<file path="src/logic/adc_consts.svh">
// Constants for the converter output and data-ready control block
`ifndef ADC_CONSTS_SVH
`define ADC_CONSTS_SVH

// Encoding clock periods from sampling edge to output word
`define ADC_PIPE_LATENCY 4
// Register stages between FIFO head and output word
`define ADC_PIPE_STAGES (`ADC_PIPE_LATENCY - 1)
// Raw conversion result width, covers codes 0 to 256
`define ADC_CODE_W 9
`define ADC_WORD_W 8
`define ADC_CODE_LOW 9'h000
`define ADC_CODE_HIGH 9'h100
`define ADC_WORD_MAX 8'hff
// Strobe rising edges after restart up to the first valid word
`define ADC_FIRST_RISE 2'h3
`define ADC_FIFO_DEPTH 32

`endif

</file>
<file path="src/logic/adc_pkg.sv">
// Types shared by the converter output control block
package adc_pkg;

  typedef enum logic {
    ADC_HELD,
    ADC_RUN
  } adc_mode_type;

  typedef struct packed {
    logic oor;
    logic [7:0] data;
  } adc_word_type;

endpackage

</file>
<file path="src/logic/adc_fifo.sv">
// Sample FIFO with registered read data and valid/ready on both sides
`timescale 1ns/1ps
`default_nettype none
module adc_fifo #(
  parameter int WIDTH = 9,
  parameter int DEPTH = 32
) (
  // Clock and reset
  input wire logic clk,
  input wire logic reset,
  // Fill side
  input wire logic in_valid,
  output logic in_ready,
  input wire logic [WIDTH-1:0] in_data,
  // Drain side
  output logic out_valid,
  input wire logic out_ready,
  output logic [WIDTH-1:0] out_data
);

  localparam int PW = $clog2(DEPTH);
  localparam int CW = $clog2(DEPTH + 1);

  typedef struct packed {
    logic [DEPTH-1:0][WIDTH-1:0] mem;
    logic [PW-1:0] wr;
    logic [PW-1:0] rd;
    logic [CW-1:0] cnt;
    logic ov;
    logic [WIDTH-1:0] od;
  } adc_fifo_state_type;

  adc_fifo_state_type state_reg;
  adc_fifo_state_type state_next;
  logic push;
  logic pop_mem;
  logic load;

  // Output register is one extra slot; depth must be a power of two
  assign in_ready = (state_reg.cnt < CW'(DEPTH));
  assign out_valid = state_reg.ov;
  assign out_data = state_reg.od;

  always_comb begin
    state_next = state_reg;
    push = in_valid && in_ready;
    load = !state_reg.ov || out_ready;
    pop_mem = load && (state_reg.cnt != '0);
    if (push) begin
      state_next.mem[state_reg.wr] = in_data;
      state_next.wr = state_reg.wr + PW'(1);
    end
    if (load) begin
      state_next.ov = pop_mem;
    end
    if (pop_mem) begin
      state_next.od = state_reg.mem[state_reg.rd];
      state_next.rd = state_reg.rd + PW'(1);
    end
    state_next.cnt = state_reg.cnt + CW'(push) - CW'(pop_mem);
  end

  always_ff @(posedge clk) begin
    if (reset) begin
      state_reg <= '0;
    end else begin
      state_reg <= state_next;
    end
  end

endmodule
`default_nettype wire

</file>
<file path="src/logic/adc_out_ctrl.sv">
// Converter output pipeline, word coding and data-ready strobe control
//
// What this block does
// - Sample on rise, output four periods later
// - Strobe toggles once per new word
// - Strobe launched on falling, data rising
// - Reset low forces strobe zero, holds
// - Strobe restarts after reset input rises
// - Clock low at release: next fall
// - Clock high at release: one period
// - Third strobe rise marks first word
// - Select high binary, low Gray
// - Out-of-range high for codes 0, 256
// - Eight-bit word, bit zero least significant
`timescale 1ns/1ps
`default_nettype none
`include "adc_consts.svh"
module adc_out_ctrl
  import adc_pkg::*;
#(
  parameter int FIFO_DEPTH = `ADC_FIFO_DEPTH
) (
  // Clock and reset
  input wire logic ref_clk,
  input wire logic reset,
  // Pins from outside the clock domain
  input wire logic enc_clk,
  input wire logic strobe_reset_n,
  input wire logic gray_binary_select,
  input wire logic [`ADC_CODE_W-1:0] conv_code,
  // Output word
  output logic [`ADC_WORD_W-1:0] word_data,
  output logic out_of_range,
  // Data-ready strobe
  output logic word_strobe,
  output logic word_strobe_inv,
  // Status
  output logic first_word_mark,
  output logic sample_dropped
);

  // ***************************************************************
  // State
  // ***************************************************************
  typedef struct packed {
    logic enc_s1;
    logic enc_s2;
    logic enc_s3;
    logic rst_s1;
    logic rst_s2;
    logic sel_s1;
    logic sel_s2;
    logic [`ADC_CODE_W-1:0] code_s1;
    logic [`ADC_CODE_W-1:0] code_s2;
    adc_mode_type mode;
    logic skip;
    logic strobe;
    logic [1:0] rise_cnt;
    logic first;
    logic dropped;
    logic [`ADC_PIPE_STAGES-1:0][`ADC_CODE_W-1:0] pipe;
    adc_word_type word;
  } adc_state_type;

  adc_state_type state_reg;
  adc_state_type state_next;
  logic rise_evt;
  logic fall_evt;
  logic fifo_in_ready;
  logic fifo_out_valid;
  logic [`ADC_CODE_W-1:0] fifo_out_data;
  logic [`ADC_CODE_W-1:0] last_code;

  assign rise_evt = state_reg.enc_s2 && !state_reg.enc_s3;
  assign fall_evt = !state_reg.enc_s2 && state_reg.enc_s3;
  assign last_code = state_reg.pipe[`ADC_PIPE_STAGES-1];

  // ***************************************************************
  // Word coding
  // ***************************************************************
  function automatic adc_word_type encode(
    input logic [`ADC_CODE_W-1:0] code,
    input logic binary_sel
  );
    adc_word_type w;
    logic [`ADC_WORD_W-1:0] bin;
    w.oor = (code == `ADC_CODE_LOW) || (code >= `ADC_CODE_HIGH);
    // Code 256 saturates to full scale rather than wrapping to zero
    bin = (code >= `ADC_CODE_HIGH) ? `ADC_WORD_MAX : code[7:0];
    if (binary_sel) begin
      w.data = bin;
    end else begin
      w.data = bin ^ (bin >> 1);
    end
    return w;
  endfunction

  // ***************************************************************
  // Sample buffer
  // ***************************************************************
  // Drained one word per encoding rise, so it holds the word in flight
  adc_fifo #(
    .WIDTH(`ADC_CODE_W),
    .DEPTH(FIFO_DEPTH)
  ) u_fifo (
    .clk(ref_clk),
    .reset(reset),
    .in_valid(rise_evt),
    .in_ready(fifo_in_ready),
    .in_data(state_reg.code_s2),
    .out_valid(fifo_out_valid),
    .out_ready(rise_evt),
    .out_data(fifo_out_data)
  );

  // ***************************************************************
  // Next state
  // ***************************************************************
  always_comb begin
    state_next = state_reg;
    state_next.enc_s1 = enc_clk;
    state_next.enc_s2 = state_reg.enc_s1;
    state_next.enc_s3 = state_reg.enc_s2;
    state_next.rst_s1 = strobe_reset_n;
    state_next.rst_s2 = state_reg.rst_s1;
    state_next.sel_s1 = gray_binary_select;
    state_next.sel_s2 = state_reg.sel_s1;
    state_next.code_s1 = conv_code;
    state_next.code_s2 = state_reg.code_s1;
    state_next.first = 1'b0;
    state_next.dropped = rise_evt && !fifo_in_ready;
    if (rise_evt) begin
      // One FIFO slot plus three stages make four periods
      state_next.pipe[0] = fifo_out_valid ? fifo_out_data : '0;
      for (int i = 1; i < `ADC_PIPE_STAGES; i++) begin
        state_next.pipe[i] = state_reg.pipe[i-1];
      end
      state_next.word = encode(last_code, state_reg.sel_s2);
    end
    if (!state_reg.rst_s2) begin
      state_next.mode = ADC_HELD;
      state_next.strobe = 1'b0;
      state_next.skip = 1'b0;
      state_next.rise_cnt = 2'h0;
    end else begin
      unique case (state_reg.mode)
        ADC_HELD: begin
          state_next.mode = ADC_RUN;
          // High clock at release skips the nearest fall
          state_next.skip = state_reg.enc_s2;
        end
        ADC_RUN: begin
          if (fall_evt) begin
            if (state_reg.skip) begin
              state_next.skip = 1'b0;
            end else begin
              state_next.strobe = !state_reg.strobe;
              if (!state_reg.strobe &&
                  state_reg.rise_cnt != `ADC_FIRST_RISE) begin
                state_next.rise_cnt = state_reg.rise_cnt + 2'h1;
                state_next.first =
                  (state_reg.rise_cnt == 2'h2);
              end
            end
          end
        end
      endcase
    end
  end

  always_ff @(posedge ref_clk) begin
    if (reset) begin
      state_reg <= '0;
    end else begin
      state_reg <= state_next;
    end
  end

  // ***************************************************************
  // Outputs
  // ***************************************************************
  // Gated by the synced level so assertion of the clear acts at once
  assign word_strobe = state_reg.strobe && state_reg.rst_s2;
  assign word_strobe_inv = !word_strobe;
  assign word_data = state_reg.word.data;
  assign out_of_range = state_reg.word.oor;
  assign first_word_mark = state_reg.first;
  assign sample_dropped = state_reg.dropped;
endmodule
`default_nettype wire

</file>
<file path="config.mk">
export PLATFORM = sky130hd
export DESIGN_NAME = adc_out_ctrl
export DESIGN_NICKNAME = d
export VERILOG_FILES = /design/src/logic/adc_pkg.sv /design/src/logic/adc_fifo.sv /design/src/logic/adc_out_ctrl.sv
export VERILOG_INCLUDE_DIRS = /design/src /design/src/logic
export SDC_FILE = /design/constraint.sdc
export NUM_CORES = 1
export LEC_CHECK = 0
export BUFFER_PORTS_ARGS = -buffer_cell sky130_fd_sc_hd__buf_2
export CAP_MARGIN = 25
export CORE_ASPECT_RATIO = 2
export CORE_MARGIN = 1
export CORE_UTILIZATION = 34
export DETAILED_ROUTE_END_ITERATION = 8
export PLACE_DENSITY_LB_ADDON = 0.08
export SLEW_MARGIN = 20
export SYNTH_ARGS = -nofsm -noshare
export SYNTH_HDL_FRONTEND = slang
export SYNTH_SLANG_ARGS = --single-unit
</file>
<file path="constraint.sdc">
create_clock -name ref_clk -period 4.1 [get_ports ref_clk]
set_input_delay 0.41 -clock ref_clk [delete_from_list [all_inputs] [get_ports ref_clk]]
set_output_delay 0.41 -clock ref_clk [all_outputs]
set_load 0.05 [all_outputs]
</file>
Word-level counts from Yosys, hierarchy flattened
Cells that the tools add are included.
- register bits after elaboration: 382
- input port bits: 14
- logic and storage cells: 112
- $add $sub $neg: 5
- order comparisons: 5
- equal/unequal tests: 3
- muxes and demuxes: 14
- bitwise gates (word level): 6
- reduce and logical (&&, ||, !) cells: 22
- operator list (operator ; count):
    bitwise mux 288 bit ; 1
    binary-select mux 9 bit (select 5 bit) ; 1
    demux 9 bit (select 5 bit) ; 1
    two-way mux 9 bit ; 3
    two-way mux 8 bit ; 2
    less-than comparator 5 x 6 -> 1 bit (second input constant) ; 2
    adder 5 x 1 -> 5 bit (second input constant) ; 2
    two-way mux 5 bit ; 2
    >= comparator 9 bit (second input constant) ; 1
    zero test 9 bit ; 1
    logical AND 1 bit ; 8
    two-way mux 4 bit ; 2
    bitwise XOR 8 x 7 -> 8 bit ; 1
    adder 6 x 1 -> 6 bit ; 1
    zero test 1 bit ; 6
    less-than comparator 6 bit (second input constant) ; 1
    nonzero test 6 bit ; 1
    OR reduction 6 bit ; 1
    subtractor 6 x 1 -> 6 bit ; 1
    >= comparator 5 x 1 -> 1 bit (second input constant) ; 1
    inverter 1 bit ; 5
    AND reduction 4 bit ; 1
    two-way mux 3 bit ; 1
    AND reduction 3 bit ; 1
    7 further kinds ; 8

Depth between registers and ports, before layout
Gate-level depths: netlist of the first run.
- depth in word-level cells: 7
- gate-level depth with buffers: 13

Hierarchy
From an unflattened synthesis of the first run, not the netlist that was laid out.
- cell total of the unflattened synthesis: 1948
- area, all modules: 16520.8 um^2
- by module, submodules not included (module ; instances ; cells each ; area an instance (um^2) ; sequential area each (um^2)):
    adc_fifo ; 1 ; 1678 ; 14029.7 ; 6286.0
    adc_out_ctrl ; 1 ; 270 ; 2491.1 ; 1361.3

Worst setup path after synthesis of the first run
No wires, ideal clock.
- path kind: register to register
- start point: register u_fifo.state_reg[12] in the netlist's numbering
- end point: register u_fifo.state_reg[15] in the netlist's numbering
- library setup time: 0.121 ns
- data arrival time: 2.424 ns
- slack: 1.556 ns
- stages on the path, launching flop included: 13
- buffers on the path: 0
- clock period less this slack: 2.544 ns
- cells stage by stage: dfxtp_1 > inv_1 > ha_1 > nor4bb_1 > a21oi_2 > ha_1 > inv_1 > ha_1 > a21o_1 > a21oi_1 > o21bai_1 > a21oi_1 > mux2_2
- RTL lines (what ; line ; source):
    start, declared ; adc_fifo.sv:33 ; adc_fifo_state_type state_reg;
    start signal, assigned ; adc_fifo.sv:67 ; state_reg <= state_next;
    nonzero test 6 bit ; adc_fifo.sv:48 ; pop_mem = load && (state_reg.cnt != '0);
    logical AND 1 bit ; adc_fifo.sv:48 ;
    net u_fifo.pop_mem ; adc_fifo.sv:36 ; logic pop_mem;
    subtractor 6 x 1 -> 6 bit ; adc_fifo.sv:60 ; state_next.cnt = state_reg.cnt + CW'(push) - CW'(pop_mem);
The timed path passes the listed nets, and every way through them passes these cells.
A chain may end at the register's enable or synchronous reset.

Worst setup path after layout of the first run
- start point: register u_fifo.state_reg[16] in the netlist's numbering
- end point: register u_fifo.state_reg, in the netlist u_fifo.out_data[5]
- cells in the longest elaborated chain, start to end: 2
- RTL lines (what ; line ; source):
    binary-select mux 9 bit (select 5 bit) ; adc_fifo.sv:57 ; state_next.od = state_reg.mem[state_reg.rd];
    two-way mux 9 bit (not written as such) ; adc_fifo.sv:57 ;
Every way passes these cells. The select of a mux whose other input is x is not followed.

==> reports/results.ini, run 1 <==
[outcome]
outcome=complete, no violations

[setup_path]
critPathMaxFanout=33
start_kind=flop
path_class=reg -> reg
crit_required_ns=4.54
crit_path_end_kind=flop
cp_data_arrival_time_ns=3.47

[pwr]
leakage_nw=6.83
power_frac_comb_pct=12.4
power_frac_clock_pct=42.3
power_switching_share_pct=26.3
power_switching_mw=2.28
internal_power_mw=6.39
p_seq_share_pct=45.3
powerDensity_mw_per_mm2=478
ir_drop_mv=0.266
finalPower_mw=8.67

[die]
die_w_um=157
row_count=113
die_y_um=311
boundaryPins=27
start_util_pct=34.3
die_area_mm2=0.0487
core_area_mm2=0.0474

[timing]
tightest_slew_ns=1.01
rsz0062_at_grt=no
drv_slew=0
period_needed_ns=3.03
hold_slack_ns=0.0747
finalSetupViolations=0
tns_ns=0
clock_skew_ns=0.00969
slew-limit-headroom_pct=32.3
clock.fmax_mhz=330
hold_violations=0
fin_crit_sh_pct=73.9

[logic_synthesis]
synth_edf_count=0
yosys.area.top_type=dfxtp_1
synth.cells.most_frequent=dfxtp_1, mux2i_1, nor2_1, a21oi_1, clkbuf_1
yosys_most_used_dff=dfxtp_1
synth-seq-area-share_pct=47.0
ys_async_sr_fraction_pct=0
syn_area_mm2=0.0163
synth.distinct_cells=48
synth_top_area_share_pct=47.0
synth.most_common_cell=dfxtp_1
synth_area_leaders=dfxtp_1, mux2i_1, mux4_2
syn_inst=1637
synth-seq-cells=382
synth_nets=1667
yosys_warnings=0
postSynthAreaPerCell_um2=9.93

[finish]
antennaDiodeCount=0
largest_reg_flops=304
design_area_mm2=0.0181
seq_area_mm2=0.00765
area_delta_synth_final_pct=11.5
multi_input_area_mm2=0.00789
post_route_cells_drive_above_1_share_pct=12.0
nets=1614
fillers=4715
final_util_pct=38.3

[grt]
grt_max_degree=177
globalRoute.totalOverflow=0
antenna_found_initial=0
grt_pass1_vias=11500
grtUsageTotal_pct=20.6
grt_pass1_wl_um=74400

[clocking]
path_clk_slew_ns=0.07
clockRootBuffer=clkbuf_16
post_cts_buffers=0
tritoncts=yes
cts_buffer_depth=3
ctsHoldBuffers=0
clk-insertion-delay-late_ns=0.54
cts_buffers=38
htree_levels=2
cts_num_sinks=382
postCtsResizedCells=0

[routing]
detail-route-antenna-nets=0
viasPerCell=5.13
first_iter_violations=641
drt_first_pass_iters=4
drc_errors=0
drt-total-wl_um=49000
wl_per_cell_um=21.8
route.vias.total=11500

[job]
maxCapViolCount=0

[place]
hpwl_um=32200
place.gp.congestion=0.795
place_area_mm2=0.0168
port_buffers=26

[hold_path]
hold_class=in -> reg

per-layer routing:
layer	part of all wire (%)	track usage [%]	vias to the layer above	routed length, um
met5	0	0	-	0
met2	56	40.3	176	27600
met3	2.3	2.39	74	1130
met1	37	21.4	5699	18300
li1	-	-	5557	-
met4	4.0	8.58	0	1960
cell families (layout without fill, tap and decap cells):
family                     after synthesis  in the layout  synth area share (%)
AOI/OAI and AO/OA                      220            220                  8.24
xor gates and xnor gates                12             12                 0.646
buffers and inverters                  168            143                  4.56
muxes                                  321            321                  24.1
adders and majority gates               16             16                  1.28
and+or+nand+nor                        518            518                  14.2
DFF                                    382            382                  47.0
path summary, 6_finish.rpt:
check,start,depth (start not counted),end,slack [ns]
hold / removal,conv_code[0],2,state_next[43],0.07
hold reg to reg,state_next[46],1,state_reg[46],0.43
setup / recovery,u_fifo.state_reg[16],5,u_fifo.out_data[5],1.07
setup reg to reg,u_fifo.state_reg[16],5,u_fifo.out_data[5],1.07
critical path, stage by stage, from the launching register on:
cell and delay, ns:
dfxtp_4 0.83, mux4_1 0.70, a22o_1 0.28, a2111oi_1 0.78, a21oi_1 0.08, a22o_1 0.21
layout by cell type (no fill, tap or decap), types with 7 or more instances in the layout:
cell / netlist / layout
a21oi_1: 121 / 121
clkbuf_16: 0 / 41
nor2_4: 13 / 13
nor2_1: 257 / 256
buf_2: 11 / 25
dfxtp_1: 382 / 380
a211oi_1: 9 / 9
a22o_1: 16 / 16
mux4_2: 47 / 47
o221ai_1: 9 / 9
o22ai_1: 8 / 8
clkbuf_1: 118 / 10
inv_1: 15 / 15
mux2i_1: 266 / 266
clkbuf_8: 0 / 8
buf_4: 13 / 29
nor2b_1: 40 / 38
o32ai_1: 7 / 7
nor3_1: 7 / 7
a22oi_1: 8 / 8
ha_1: 15 / 15
xor2_1: 7 / 7
mux4_1: 7 / 7
o21ai_0: 28 / 28
nand3_1: 60 / 60
nand2_1: 117 / 117
power groups by stage:
stage	combinational, mW	clock (mW)	sequential [mW]
3_3_place_gp	1.10	0	4.02
2_1_floorplan	0.964	0	3.88
5_1_grt	1.17	3.93	3.95
6_report	1.07	3.67	3.93
4_1_cts	1.10	3.79	3.93
3_5_place_dp	1.10	0	4.02
area by class of cell:
cell class / count / share of cell area (%)
tap: 632 / 4.36
multi-input combinational: 1087 / 43.5
clock buffer: 59 / 6.47
clock inverter: 9 / 0.663
inverter: 15 / 0.311
timing repair buffer: 60 / 2.47
sequential: 382 / 42.2
metrics by stage:
stage / setup slack, ns / cells
floorplan: 1.56 / 1637
global placement: 0.779 / 2175
detailed placement: 1.00 / 2176
CTS: 0.986 / 2244
global route: 0.970 / 2244
finish: 1.07 / 2244
No activity file was read; power rests on OpenSTA's default activity.
==> run 2, diff against run 1 <==
- clock period: 4.1 -> 2.8 ns (I/O delays scaled with it)
==> run 2 against run 1 <==
- via count rose by 0.86%
- flip-flop and latch count did not move
- non-clock buffer count is 44 higher
- clock-buffer cell count fell by 6
- critical path depth did not move
- total power rose by 48%
- cell area up 2.1%
- sequential power is 44% higher
==> reports/results.ini, run 2 (synthesized netlist as in run 1, its figures left out) <==
[outcome]
outcome=complete, no violations

[finish]
nets=1658
area_delta_synth_final_pct=13.8
most-common-layout-cells=dfxtp_1, mux2i_1, nor2_1, a21oi_1, nand2_1
antennaDiodeCount=0
finalNonFillerCells=2288
largest_reg_flops=304
post_route_cells_drive_above_1_share_pct=14.1
fillers=4728
layout_commonest_cell=dfxtp_1

[routing]
drc_errors=0
route.vias.total=11600
drt_first_pass_iters=5
drt-total-wl_um=48200
wl_per_cell_um=21.1
first_iter_violations=706
detail-route-antenna-nets=0
viasPerCell=5.07

[place]
dp.cells=2208
pre_cts_ws_ns=0.0189
place.gp.congestion=0.788
hpwl_um=32000
port_buffers=26

[timing]
finalSetupViolations=0
slew-limit-headroom_pct=35.1
clock_skew_ns=0.0151
clock.fmax_mhz=364
drv_slew=0
setup_slack_ns=0.0506
tns_ns=0
tightest_slew_ns=0.974
hold_slack_ns=0.0629
period_needed_ns=2.75
rsz0062_at_grt=no
hold_violations=0
fin_crit_sh_pct=98.2

[setup_path]
cp_num_buf_inv=0
crit_path_end_kind=flop
cp_data_arrival_time_ns=3.20
path_class=reg -> reg
crit_top_cell=a22o_1
critPathTopFamily=compound AO/OA/AOI/OAI gates
crit_slowest_cell=mux4_1
cpPeakStageDelay_ns=0.79
critPathMaxFanout=19
start_kind=flop
crit_required_ns=3.25
cp_cell_sequence=mux4_1, a22o_1, a2111oi_2, a21oi_1, a22o_1

[grt]
grt_pass1_vias=11500
globalRoute.totalOverflow=0
grtUsageTotal_pct=20.4
antenna_found_initial=0
grt_pass1_wl_um=73700
grt_max_degree=184

[pwr]
power_frac_clock_pct=42.0
ir_drop_mv=0.355
power_switching_share_pct=26.6
leakage_nw=7.04
p_seq_share_pct=44.2
power_frac_comb_pct=13.8
internal_power_mw=9.40
power_switching_mw=3.40
finalPower_mw=12.8
powerDensity_mw_per_mm2=692

[clocking]
cts_buffers=38
htree_levels=2
clk-insertion-delay-late_ns=0.56
clockRootBuffer=clkbuf_16
cts_buffer_depth=3
tritoncts=yes
path_clk_slew_ns=0.07
cts_num_sinks=382

[die]
row_count=113
core_area_mm2=0.0474
die_area_mm2=0.0487
die_y_um=311
boundaryPins=27
start_util_pct=34.3
die_w_um=157

[job]
maxCapViolCount=0

[hold_path]
hold_class=in -> reg

==> run 2: final timing paths <==
check	to	slack, ns	cells past startpoint	startpoint
hold reg to reg	state_reg[49]	0.43	1	state_next[49]
setup / recovery	u_fifo.out_data[8]	0.05	5	u_fifo.state_reg[16]
hold / removal	u_fifo.state_reg[12]	0.06	2	reset
setup reg to reg	u_fifo.out_data[8]	0.05	5	u_fifo.state_reg[16]
==> run 2: metal layers <==
| layer | GRT usage, % | routed length (um) |
|---|---|---|
| met3 | 2.25 | 1230 |
| met4 | 10.8 | 2570 |
| met1 | 22.2 | 18500 |
| met5 | 0 | 0 |
| met2 | 37.9 | 26000 |
==> run 2: cell type report <==
class / count / area [um^2] / share of cell area [%]
clock buffer: 53 / 1180 / 6.38
clock inverter: 15 / 128 / 0.690
inverter: 15 / 56.3 / 0.304
multi-input combinational: 1087 / 7900 / 42.7
sequential: 382 / 7650 / 41.4
tap: 632 / 791 / 4.27
timing repair buffer: 104 / 793 / 4.29
==> run 2: worst register-to-register path, delay by kind of cell (launching register included) <==
| kind | cells | cell delay, ns |
|---|---|---|
| DFF | 1 | 0.59 |
| muxes | 1 | 0.81 |
| AOI/OAI and AO/OA | 4 | 1.25 |
==> run 2: repair_timing <==
| action | 4_1_cts | 5_1_grt |
|---|---|---|
| gates resized for setup | 0 | 3 |
| hold buffers | 12 | 0 |
| endpoints found under the setup margin | 0 | 2 |
| buffers inserted | 0 | 0 |
| hold endpoints to repair | 12 | 0 |
==> run 2: power by group through the flow <==
stage               Clock [mW]  Combinational [mW]  Sequential, mW
floorplan                    0                1.41            5.68
global placement             0                1.77            5.78
detailed placement           0                1.77            5.78
CTS                       5.57                1.79            5.66
global route              5.75                1.93            5.67
finish                    5.38                1.77            5.66
==> run 2: through the flow <==
stage,util [%],area [um^2]
finish,39.1,18500
global route,39.1,18500
CTS,39.0,18500
detailed placement,36.0,17100
global placement,36.0,17100
floorplan,-,16300
